--- src/design/ncoacc_pkg.sv ---
// Package: register map, field layout and types for the oscillator accumulator
package ncoacc_pkg;
	localparam int ACC_W = 20;
	localparam int STEP_W = 16;
	localparam int CNT_W = 8;
	localparam int ADDR_W = 3;
	// Register word indices (byte address is four times the index)
	localparam logic [ADDR_W-1:0] REG_CTRL = 3'h0;
	localparam logic [ADDR_W-1:0] REG_CLK = 3'h1;
	localparam logic [ADDR_W-1:0] REG_ACC_L = 3'h2;
	localparam logic [ADDR_W-1:0] REG_ACC_H = 3'h3;
	localparam logic [ADDR_W-1:0] REG_ACC_U = 3'h4;
	localparam logic [ADDR_W-1:0] REG_STEP_L = 3'h5;
	localparam logic [ADDR_W-1:0] REG_STEP_H = 3'h6;
	localparam logic [ADDR_W-1:0] REG_STAT = 3'h7;
	// Control register fields
	localparam int CTRL_EN = 7;
	localparam int CTRL_OE = 6;
	localparam int CTRL_LVL = 5;
	localparam int CTRL_INV = 4;
	localparam int CTRL_PFM = 0;
	localparam int STAT_OVF = 0;
	// Clock control fields
	localparam int PWS_LSB = 5;
	localparam int CKS_LSB = 0;
	localparam logic [7:0] CLK_WMASK = 8'he3;
	localparam logic [7:0] ACCU_WMASK = 8'h0f;
	// Reset values and the pulse counter unit
	localparam logic [STEP_W-1:0] STEP_RST = 16'h0001;
	localparam logic [ACC_W-1:0] ACC_RST = 20'h00000;
	localparam logic [CNT_W-1:0] CNT_ONE = 8'h01;
	// Clock source encodings
	typedef enum logic [1:0] {
		CKS_HFOSC = 2'h0,
		CKS_SYS = 2'h1,
		CKS_LC1 = 2'h2,
		CKS_EXT = 2'h3
	} ncoacc_cks_t;
	typedef struct packed {
		logic osc_enable;
		logic out_enable;
		logic output_invert;
		logic pulse_freq_mode_sel;
	} ncoacc_ctrl_t;
	typedef struct packed {
		logic [2:0] pulse_width_sel;
		ncoacc_cks_t clk_src_sel;
	} ncoacc_clkctl_t;
	// Pulse length in selected-clock periods: 2 ** field
	function automatic logic [CNT_W-1:0] ncoacc_pulse_len(input logic [2:0] pws);
		ncoacc_pulse_len = CNT_ONE << pws;
	endfunction
endpackage

--- src/design/ncoacc_top.sv ---
// Top: phase accumulator oscillator with Avalon-MM register slave
//
// Added by the designer: the register offsets and the Avalon-MM slave port.
`timescale 1ns/1ps
// Notes on behaviour
// - Pulse width field gives a pulse of 2 to the field value selected-clock periods.
// - The pulse width field matters only in pulse-frequency mode, not fixed duty.
// - Clock select 11 external pin, 10 logic cell 1, 01 system clock, 00 internal osc.
// - The 20-bit accumulator reads and writes as low, high and four-bit upper bytes.
// - Reset loads step as one and clears the accumulator.
// - Clock control bits 4:2 and accumulator upper bits 7:4 read zero, ignore writes.
// - Every overflow sets a sticky flag that only a software write or reset clears.
// - Mode bit 1 is pulse-frequency mode, 0 is fixed duty cycle mode.
// - Invert bit 1 inverts the output, and the readable level is after inversion.
module ncoacc_top
	import ncoacc_pkg::*;
(
	// Clock and reset
	input wire logic sys_clk,
	input wire logic rst,
	// Avalon-MM slave
	input wire logic [ADDR_W-1:0] avs_address,
	input wire logic avs_read,
	input wire logic avs_write,
	input wire logic [31:0] avs_writedata,
	output logic [31:0] avs_readdata,
	output logic avs_waitrequest,
	// Clock sources
	input wire logic ext_clock_pin,
	input wire logic logic_cell1_out,
	input wire logic internal_hf_osc,
	// Oscillator outputs
	output logic osc_out,
	output logic output_level,
	output logic overflow_flag
);
	ncoacc_ctrl_t ctrl_q, ctrl_d;
	ncoacc_clkctl_t clk_q, clk_d;
	logic [ACC_W-1:0] phase_accum_q, phase_accum_d;
	logic [STEP_W-1:0] step_value_q, step_value_d;
	logic [7:0] step_hi_buf_q, step_hi_buf_d;
	logic [2:0] src_prev_q, src_prev_d;
	logic [CNT_W-1:0] cnt_q, cnt_d;
	logic raw_q, raw_d;
	logic lvl_q, lvl_d, out_q, out_d, ovf_q, ovf_d;
	logic wait_q, wait_d;
	logic [31:0] rdata_q, rdata_d;
	logic req, ack, tick, carry, acc_wr;
	logic [2:0] src_now;
	logic [ACC_W:0] sum;

	assign req = avs_read | avs_write;
	assign ack = req & ~wait_q;
	assign src_now = {ext_clock_pin, logic_cell1_out, internal_hf_osc};

	// Each source keeps its own history, so a select change sees only that source's edges
	always_comb begin
		unique case (clk_q.clk_src_sel)
			CKS_HFOSC: tick = src_now[0] & ~src_prev_q[0];
			CKS_SYS: tick = 1'b1;
			CKS_LC1: tick = src_now[1] & ~src_prev_q[1];
			CKS_EXT: tick = src_now[2] & ~src_prev_q[2];
		endcase
	end

	assign sum = {1'b0, phase_accum_q} + {5'h00, step_value_q};
	assign carry = ctrl_q.osc_enable & tick & sum[ACC_W];
	assign acc_wr = ack & avs_write &
		(avs_address == REG_ACC_L || avs_address == REG_ACC_H || avs_address == REG_ACC_U);

	// Register file and accumulator
	always_comb begin
		ctrl_d = ctrl_q;
		clk_d = clk_q;
		phase_accum_d = phase_accum_q;
		step_value_d = step_value_q;
		step_hi_buf_d = step_hi_buf_q;
		ovf_d = ovf_q;
		src_prev_d = src_now;
		if (ctrl_q.osc_enable && tick)
			phase_accum_d = sum[ACC_W-1:0];
		if (ack && avs_write) begin
			unique case (avs_address)
				REG_CTRL: begin
					ctrl_d.osc_enable = avs_writedata[CTRL_EN];
					ctrl_d.out_enable = avs_writedata[CTRL_OE];
					ctrl_d.output_invert = avs_writedata[CTRL_INV];
					ctrl_d.pulse_freq_mode_sel = avs_writedata[CTRL_PFM];
				end
				REG_CLK: clk_d = ncoacc_clkctl_t'({avs_writedata[7:PWS_LSB],
					avs_writedata[CKS_LSB+1:CKS_LSB]});
				REG_ACC_L: phase_accum_d[7:0] = avs_writedata[7:0];
				REG_ACC_H: phase_accum_d[15:8] = avs_writedata[7:0];
				REG_ACC_U: phase_accum_d[19:16] = avs_writedata[3:0];
				REG_STEP_L: step_value_d = {step_hi_buf_q, avs_writedata[7:0]};
				REG_STEP_H: step_hi_buf_d = avs_writedata[7:0];
				REG_STAT: if (avs_writedata[STAT_OVF])
					ovf_d = 1'b0;
			endcase
		end
		// Set after clear so an overflow in the clearing cycle is kept
		if (carry)
			ovf_d = 1'b1;
	end

	always_ff @(posedge sys_clk or posedge rst) begin
		if (rst) begin
			ctrl_q <= '0;
			clk_q <= '0;
			phase_accum_q <= ACC_RST;
			step_value_q <= STEP_RST;
			step_hi_buf_q <= '0;
			ovf_q <= 1'b0;
			src_prev_q <= '0;
		end else begin
			ctrl_q <= ctrl_d;
			clk_q <= clk_d;
			phase_accum_q <= phase_accum_d;
			step_value_q <= step_value_d;
			step_hi_buf_q <= step_hi_buf_d;
			ovf_q <= ovf_d;
			src_prev_q <= src_prev_d;
		end
	end

	// Output stage
	always_comb begin
		cnt_d = cnt_q;
		raw_d = raw_q;
		if (!ctrl_q.osc_enable) begin
			cnt_d = '0;
			raw_d = 1'b0;
		end else if (carry) begin
			if (ctrl_q.pulse_freq_mode_sel) begin
				cnt_d = ncoacc_pulse_len(clk_q.pulse_width_sel);
				raw_d = 1'b1;
			end else begin
				raw_d = ~raw_q;
			end
		end else if (tick && ctrl_q.pulse_freq_mode_sel && cnt_q != '0) begin
			// Overlapping pulses when width exceeds overflow period are not guarded
			cnt_d = cnt_q - CNT_ONE;
			raw_d = (cnt_q != CNT_ONE);
		end
		lvl_d = raw_q ^ ctrl_q.output_invert;
		out_d = lvl_q & ctrl_q.out_enable;
	end

	always_ff @(posedge sys_clk or posedge rst) begin
		if (rst) begin
			cnt_q <= '0;
			raw_q <= 1'b0;
			lvl_q <= 1'b0;
			out_q <= 1'b0;
		end else begin
			cnt_q <= cnt_d;
			raw_q <= raw_d;
			lvl_q <= lvl_d;
			out_q <= out_d;
		end
	end

	// Bus slave: one wait cycle, then the answer
	always_comb begin
		wait_d = ~(req & wait_q);
		rdata_d = rdata_q;
		if (req && wait_q) begin
			rdata_d = '0;
			unique case (avs_address)
				REG_CTRL: begin
					rdata_d[CTRL_EN] = ctrl_q.osc_enable;
					rdata_d[CTRL_OE] = ctrl_q.out_enable;
					rdata_d[CTRL_LVL] = lvl_q;
					rdata_d[CTRL_INV] = ctrl_q.output_invert;
					rdata_d[CTRL_PFM] = ctrl_q.pulse_freq_mode_sel;
				end
				REG_CLK: rdata_d[7:0] = {clk_q.pulse_width_sel, 3'h0,
					clk_q.clk_src_sel} & CLK_WMASK;
				REG_ACC_L: rdata_d[7:0] = phase_accum_q[7:0];
				REG_ACC_H: rdata_d[7:0] = phase_accum_q[15:8];
				REG_ACC_U: rdata_d[7:0] = {4'h0, phase_accum_q[19:16]} & ACCU_WMASK;
				REG_STEP_L: rdata_d[7:0] = step_value_q[7:0];
				REG_STEP_H: rdata_d[7:0] = step_hi_buf_q;
				REG_STAT: rdata_d[STAT_OVF] = ovf_q;
			endcase
		end
	end

	always_ff @(posedge sys_clk or posedge rst) begin
		if (rst) begin
			wait_q <= 1'b1;
			rdata_q <= '0;
		end else begin
			wait_q <= wait_d;
			rdata_q <= rdata_d;
		end
	end

	assign avs_waitrequest = wait_q;
	assign avs_readdata = rdata_q;
	assign osc_out = out_q;
	assign output_level = lvl_q;
	assign overflow_flag = ovf_q;
endmodule // ncoacc_top

--- config.mk ---
export PLATFORM = sky130hd
export DESIGN_NAME = ncoacc_top
export DESIGN_NICKNAME = d
export VERILOG_FILES = /design/src/design/ncoacc_pkg.sv /design/src/design/ncoacc_top.sv
export SDC_FILE = /design/constraint.sdc
export NUM_CORES = 1
export LEC_CHECK = 0
export ABC_AREA = 1
export BUFFER_PORTS_ARGS = -buffer_cell sky130_fd_sc_hd__buf_2
export CAP_MARGIN = 25
export CELL_PAD_IN_SITES_DETAIL_PLACEMENT = 1
export CELL_PAD_IN_SITES_GLOBAL_PLACEMENT = 2
export CORE_MARGIN = 4
export CORE_UTILIZATION = 32
export DETAILED_ROUTE_END_ITERATION = 10
export HOLD_SLACK_MARGIN = 0.05
export PLACE_DENSITY = 0.81
export SLEW_MARGIN = 20
export SYNTH_ARGS = -nofsm -noshare
export SYNTH_HDL_FRONTEND = slang
export SYNTH_SLANG_ARGS = --single-unit
--- constraint.sdc ---
create_clock -name sys_clk -period 2.94 [get_ports sys_clk]
set_input_delay 0.147 -clock sys_clk [delete_from_list [all_inputs] [get_ports sys_clk]]
set_output_delay 0.147 -clock sys_clk [all_outputs]
set_load 0.05 [all_outputs]
==> summary.md <==
| Metric | Value |
|---|---|
| Clock tree skew after final layout | `0.0101 ns` |
| Metal-1 WL | `7570 um` |
| Number of non-filler instances in the completed layout | `942` |
| Cell type of the slowest stage on the worst timing path | `sky130_fd_sc_hd__dfstp_2` |
| Met2 wire len | `8410 um` |
| Outcome | `finished, final reports clean` |
| Area delta synth->final | `13.4%` |
| Ratio of cells with drive above 1 in the final layout | `0.101` |
| Multiplexer share of the synthesized area | `0.00878` |
| CTS-repair resized insts | `0` |
| Setup repair after global routing missed its margin | `no` |
| Die X-Extent | `133 um` |
| Placed cell area | `5300 um2` |
| Fill cell total of the finished layout | `1,938` |
| Synth Area in XOR/XNOR | `0.0263` |
| Reg clk slew, reported paths | `0.06 ns` |
| Crit. End Element | `flip-flop` |
| Most frequent cell after synthesis | `sky130_fd_sc_hd__nand2_1` |
| I/O pin count | `78` |
| Max-capacitance violation count | `0` |
| Commonest cells in the netlist | `sky130_fd_sc_hd__nand2_1 (195), sky130_fd_sc_hd__inv_1 (85), sky130_fd_sc_hd__dfrtp_1 (75)` |
| Max-slew headroom at the worst pin | `0.410` |
| Total Die Area | `17,600 um2` |
| GRT Util Overall | `0.194` |
| Post-Synthesis Cell Area | `4990 um2` |
| HPWL after DPL | `13,100 um` |
| Maximum level of the CTS H-tree | `3` |
| Antenna violations before repair | `0` |
| Global-route wire length before repair | `26,900 um` |
| Worst Hold Depth | `3` |
| Count of flip-flops with a built-in enable after synthesis | `0` |
| Highest metal layer with signal wires | `met4` |
| Weighted congestion reported at the end of routability-driven placement | `0.947` |
| Setup WS pre-CTS | `0.412 ns` |
| Critical Path Start Type | `flip-flop` |
| CP most frequent cell | `sky130_fd_sc_hd__nand2_2` |
| Vias in the first global route | `4,875` |
| Tightest Hold Check Type | `in2reg` |
| 1st-iter DRT viols | `339` |
| Final global-route overflow total | `0` |
| Least-Margin Pin Slew | `0.884 ns` |
| Clock latency reported for the late side of the worst-skew pair | `0.34 ns` |
| Post-layout instance area | `5650 um2` |
| Leakage power of the design | `2.89 nW` |
| Number of port buffers | `29` |
| Sum of met3 wire segment lengths after detailed routing | `444 um` |
| First-pass detailed-route iteration total | `5` |
| Pin count of the biggest net entering global routing | `48` |
| Largest fanout on the critical path | `19` |
| Endpoint arrival time on the critical path | `2.75 ns` |
| Yosys top cell area share | `0.376` |
| Fmax | `396 MHz` |
| Number of buffers on the longest clock path | `2` |
| Delay of the slowest cell on the worst path | `0.56 ns` |
| Total of flip-flops plus latches after synthesis | `77` |
| Worst Setup Path Type | `reg2reg` |
| Time the final worst path needs with I/O delays and setup | `2.52 ns` |
| Cell-by-cell listing of the critical path | `ha_1 > fa_1 > nand2_1 > nand3_1 > nand3_1 > nand2_2 > nand2_2 > nand2_4 > nand2_4 > nand2_2 > nand2_2 > nand2_1 > o21ai_1` |
| Pwr/cell area | `1080 nW/um2` |
| Worst Reg-to-Reg Cells | `13` |
| Final Hold Vio Count | `0` |
| Root Driver | `sky130_fd_sc_hd__clkbuf_16` |
| Share of synthesized cell area in and, or, nand and nor gates | `0.271` |
| Number of rows in the core area | `45` |
| Yosys warns | `0` |
| Sum of negative setup slack | `0 ns` |
| Initial cell density of the core | `0.327` |
| Post-DRT Antenna Nets | `0` |
| Total count of max-transition violations in the final report | `0` |
| Final wirelength | `16,700 um` |
| Largest family of logic cells by synthesized area | `simple AND/OR/NAND/NOR gates` |
| Cell total after placement | `923` |
| Final nets | `789` |
| Cell class contributing the biggest share of worst-path delay | `simple AND/OR/NAND/NOR gates` |
| WP data required | `3.16 ns` |
| # setup viols final | `0` |
| Smallest setup slack after layout | `0.416 ns` |
| Path length in cells of the critical path | `13` |
| Highest ir drop seen on vdd | `0.000336 V` |
| Synth Area in Adders | `0.0517` |
| N_diodes | `0` |
| Sequential area share after synthesis | `0.387` |
| Main area contributors after synthesis | `sky130_fd_sc_hd__dfrtp_1 (38%), sky130_fd_sc_hd__nand2_1 (15%), sky130_fd_sc_hd__inv_1 (6.4%)` |
| Per-cell routed wire length | `17.7 um` |
| Vias after detailed routing | `4,582` |
| Primary flip-flop cell chosen by synthesis mapping | `sky130_fd_sc_hd__dfrtp_1` |
| Buffering stage count on the worst path with inverters included | `0` |
| Num Clock Sinks | `77` |
| Cell type with the largest total area after synthesis | `sky130_fd_sc_hd__dfrtp_1` |
| Syn_area_per_cell | `7.26 um2` |
| Routed via count divided by cell count | `4.86` |
| Clock tree from TritonCTS | `yes` |
| Unique cell type count in the Yosys netlist | `46` |
| Number of buffers created by CTS | `9` |
| DRC viols | `0` |
| Area fraction in compound gates after synthesis | `0.140` |
| Core area | `15,300 um2` |
| Number of standard cells after synthesis | `687` |
| Async set-or-reset flop fraction in the synthesized netlist | `1.00` |
| Vertical die dimension | `133 um` |
| Final Cycle Share | `0.858` |
[power breakdown]
group / internal, W / switching, W / total [W]
sequential: 0.00143 / 0.000391 / 0.00182
clock: 0.000739 / 0.000460 / 0.00120
combinational: 0.00103 / 0.00206 / 0.00309
[cells in the final DEF (no fill, tap or decap), drive strengths merged]
cell and instances:
ha 19, nor3b 1, o221ai 3, a31oi 1, o21bai 1, bufinv 2
o22ai 6, a41oi 1, nor2 60, and2 1, nor3 13, a211oi 1
xor2 11, a22oi 6, conb 24, xnor2 4, buf 36, mux2i 1
nand4 3, nand3b 5, o31ai 1, o21ai 60, dfrtp 75, fa 1
clkinvlp 2, clkbuf 9, clkinv 4, inv 86, o211ai 2, o21a 1
dfstp 2, o2111ai 1, nand3 36, or2 1, nand2 201, a21oi 43
mux2 3, dlygate4sd3 4
[path summary, 6_finish.rpt]
check                                 start                to  slack [ns]
hold reg to reg             avs_readdata[0]   avs_readdata[0]        0.49
hold / removal             avs_writedata[0]   step_value_q[0]        0.08
setup reg to reg            step_value_q[0]          cnt_q[4]        0.42
min in group asynchronous               rst          clk_q[0]        0.51
setup / recovery            step_value_q[0]          cnt_q[4]        0.42
max in group asynchronous               rst  step_value_q[12]        1.66
[through the flow]
step	power, W	hold slack, ns	utilization
finish	0.00611	0.0757	0.371
floorplan	0.00402	0.178	-
global route	0.00664	0.0748	0.371
detailed placement	0.00493	0.272	0.347
global placement	0.00481	0.271	0.347
CTS	0.00616	0.0684	0.371
[per-layer routing]
layer / track usage / vias to the layer above
li1: - / 2249
met1: 0.249 / 2241
met2: 0.340 / 75
met3: 0.0293 / 17
met4: 0.0525 / 0
met5: 0 / -
[worst min-delay path: stages]
cell,delay [ns]
sky130_fd_sc_hd__buf_2,0.14
sky130_fd_sc_hd__nand2_1,0.07
sky130_fd_sc_hd__nand2_1,0.06
[state kept, by name (all words and copies together) (netlist names), 3 cells and up]
name,flops
phase_accum_q,20
cnt_q,8
ctrl_q,4
avs_readdata,8
step_value_q,16
step_hi_buf_q,8
clk_q,5
src_prev_q,3
[layout make-up]
cell class	count	area, um2	area share
well taps	211	264	0.0467
multi-input cells	511	2580	0.456
flip-flops and latches	77	1930	0.341
clock inverters	6	88.8	0.0157
clock buffers	9	225	0.0398
inverters	88	332	0.0586
repair buffers	40	238	0.0420
[cells by family (layout without fill, tap and decap cells)]
kind of cell,count (synthesis),count (layout)
AOI/OAI and AO/OA,127,127
other,1,24
adders and majority gates,20,20
and+or+nand+nor,321,321
DFF,77,77
xor gates and xnor gates,15,15
muxes,4,4
buffers and inverters,122,143
[what timing repair did]
action | in CTS | in global routing
endpoints found under the setup margin | 0 | 0
endpoints found under the hold margin | 46 | 0
hold buffers | 4 | 0
setup buffers | 0 | 0
Note: power is estimated with default switching activity, not from simulation.
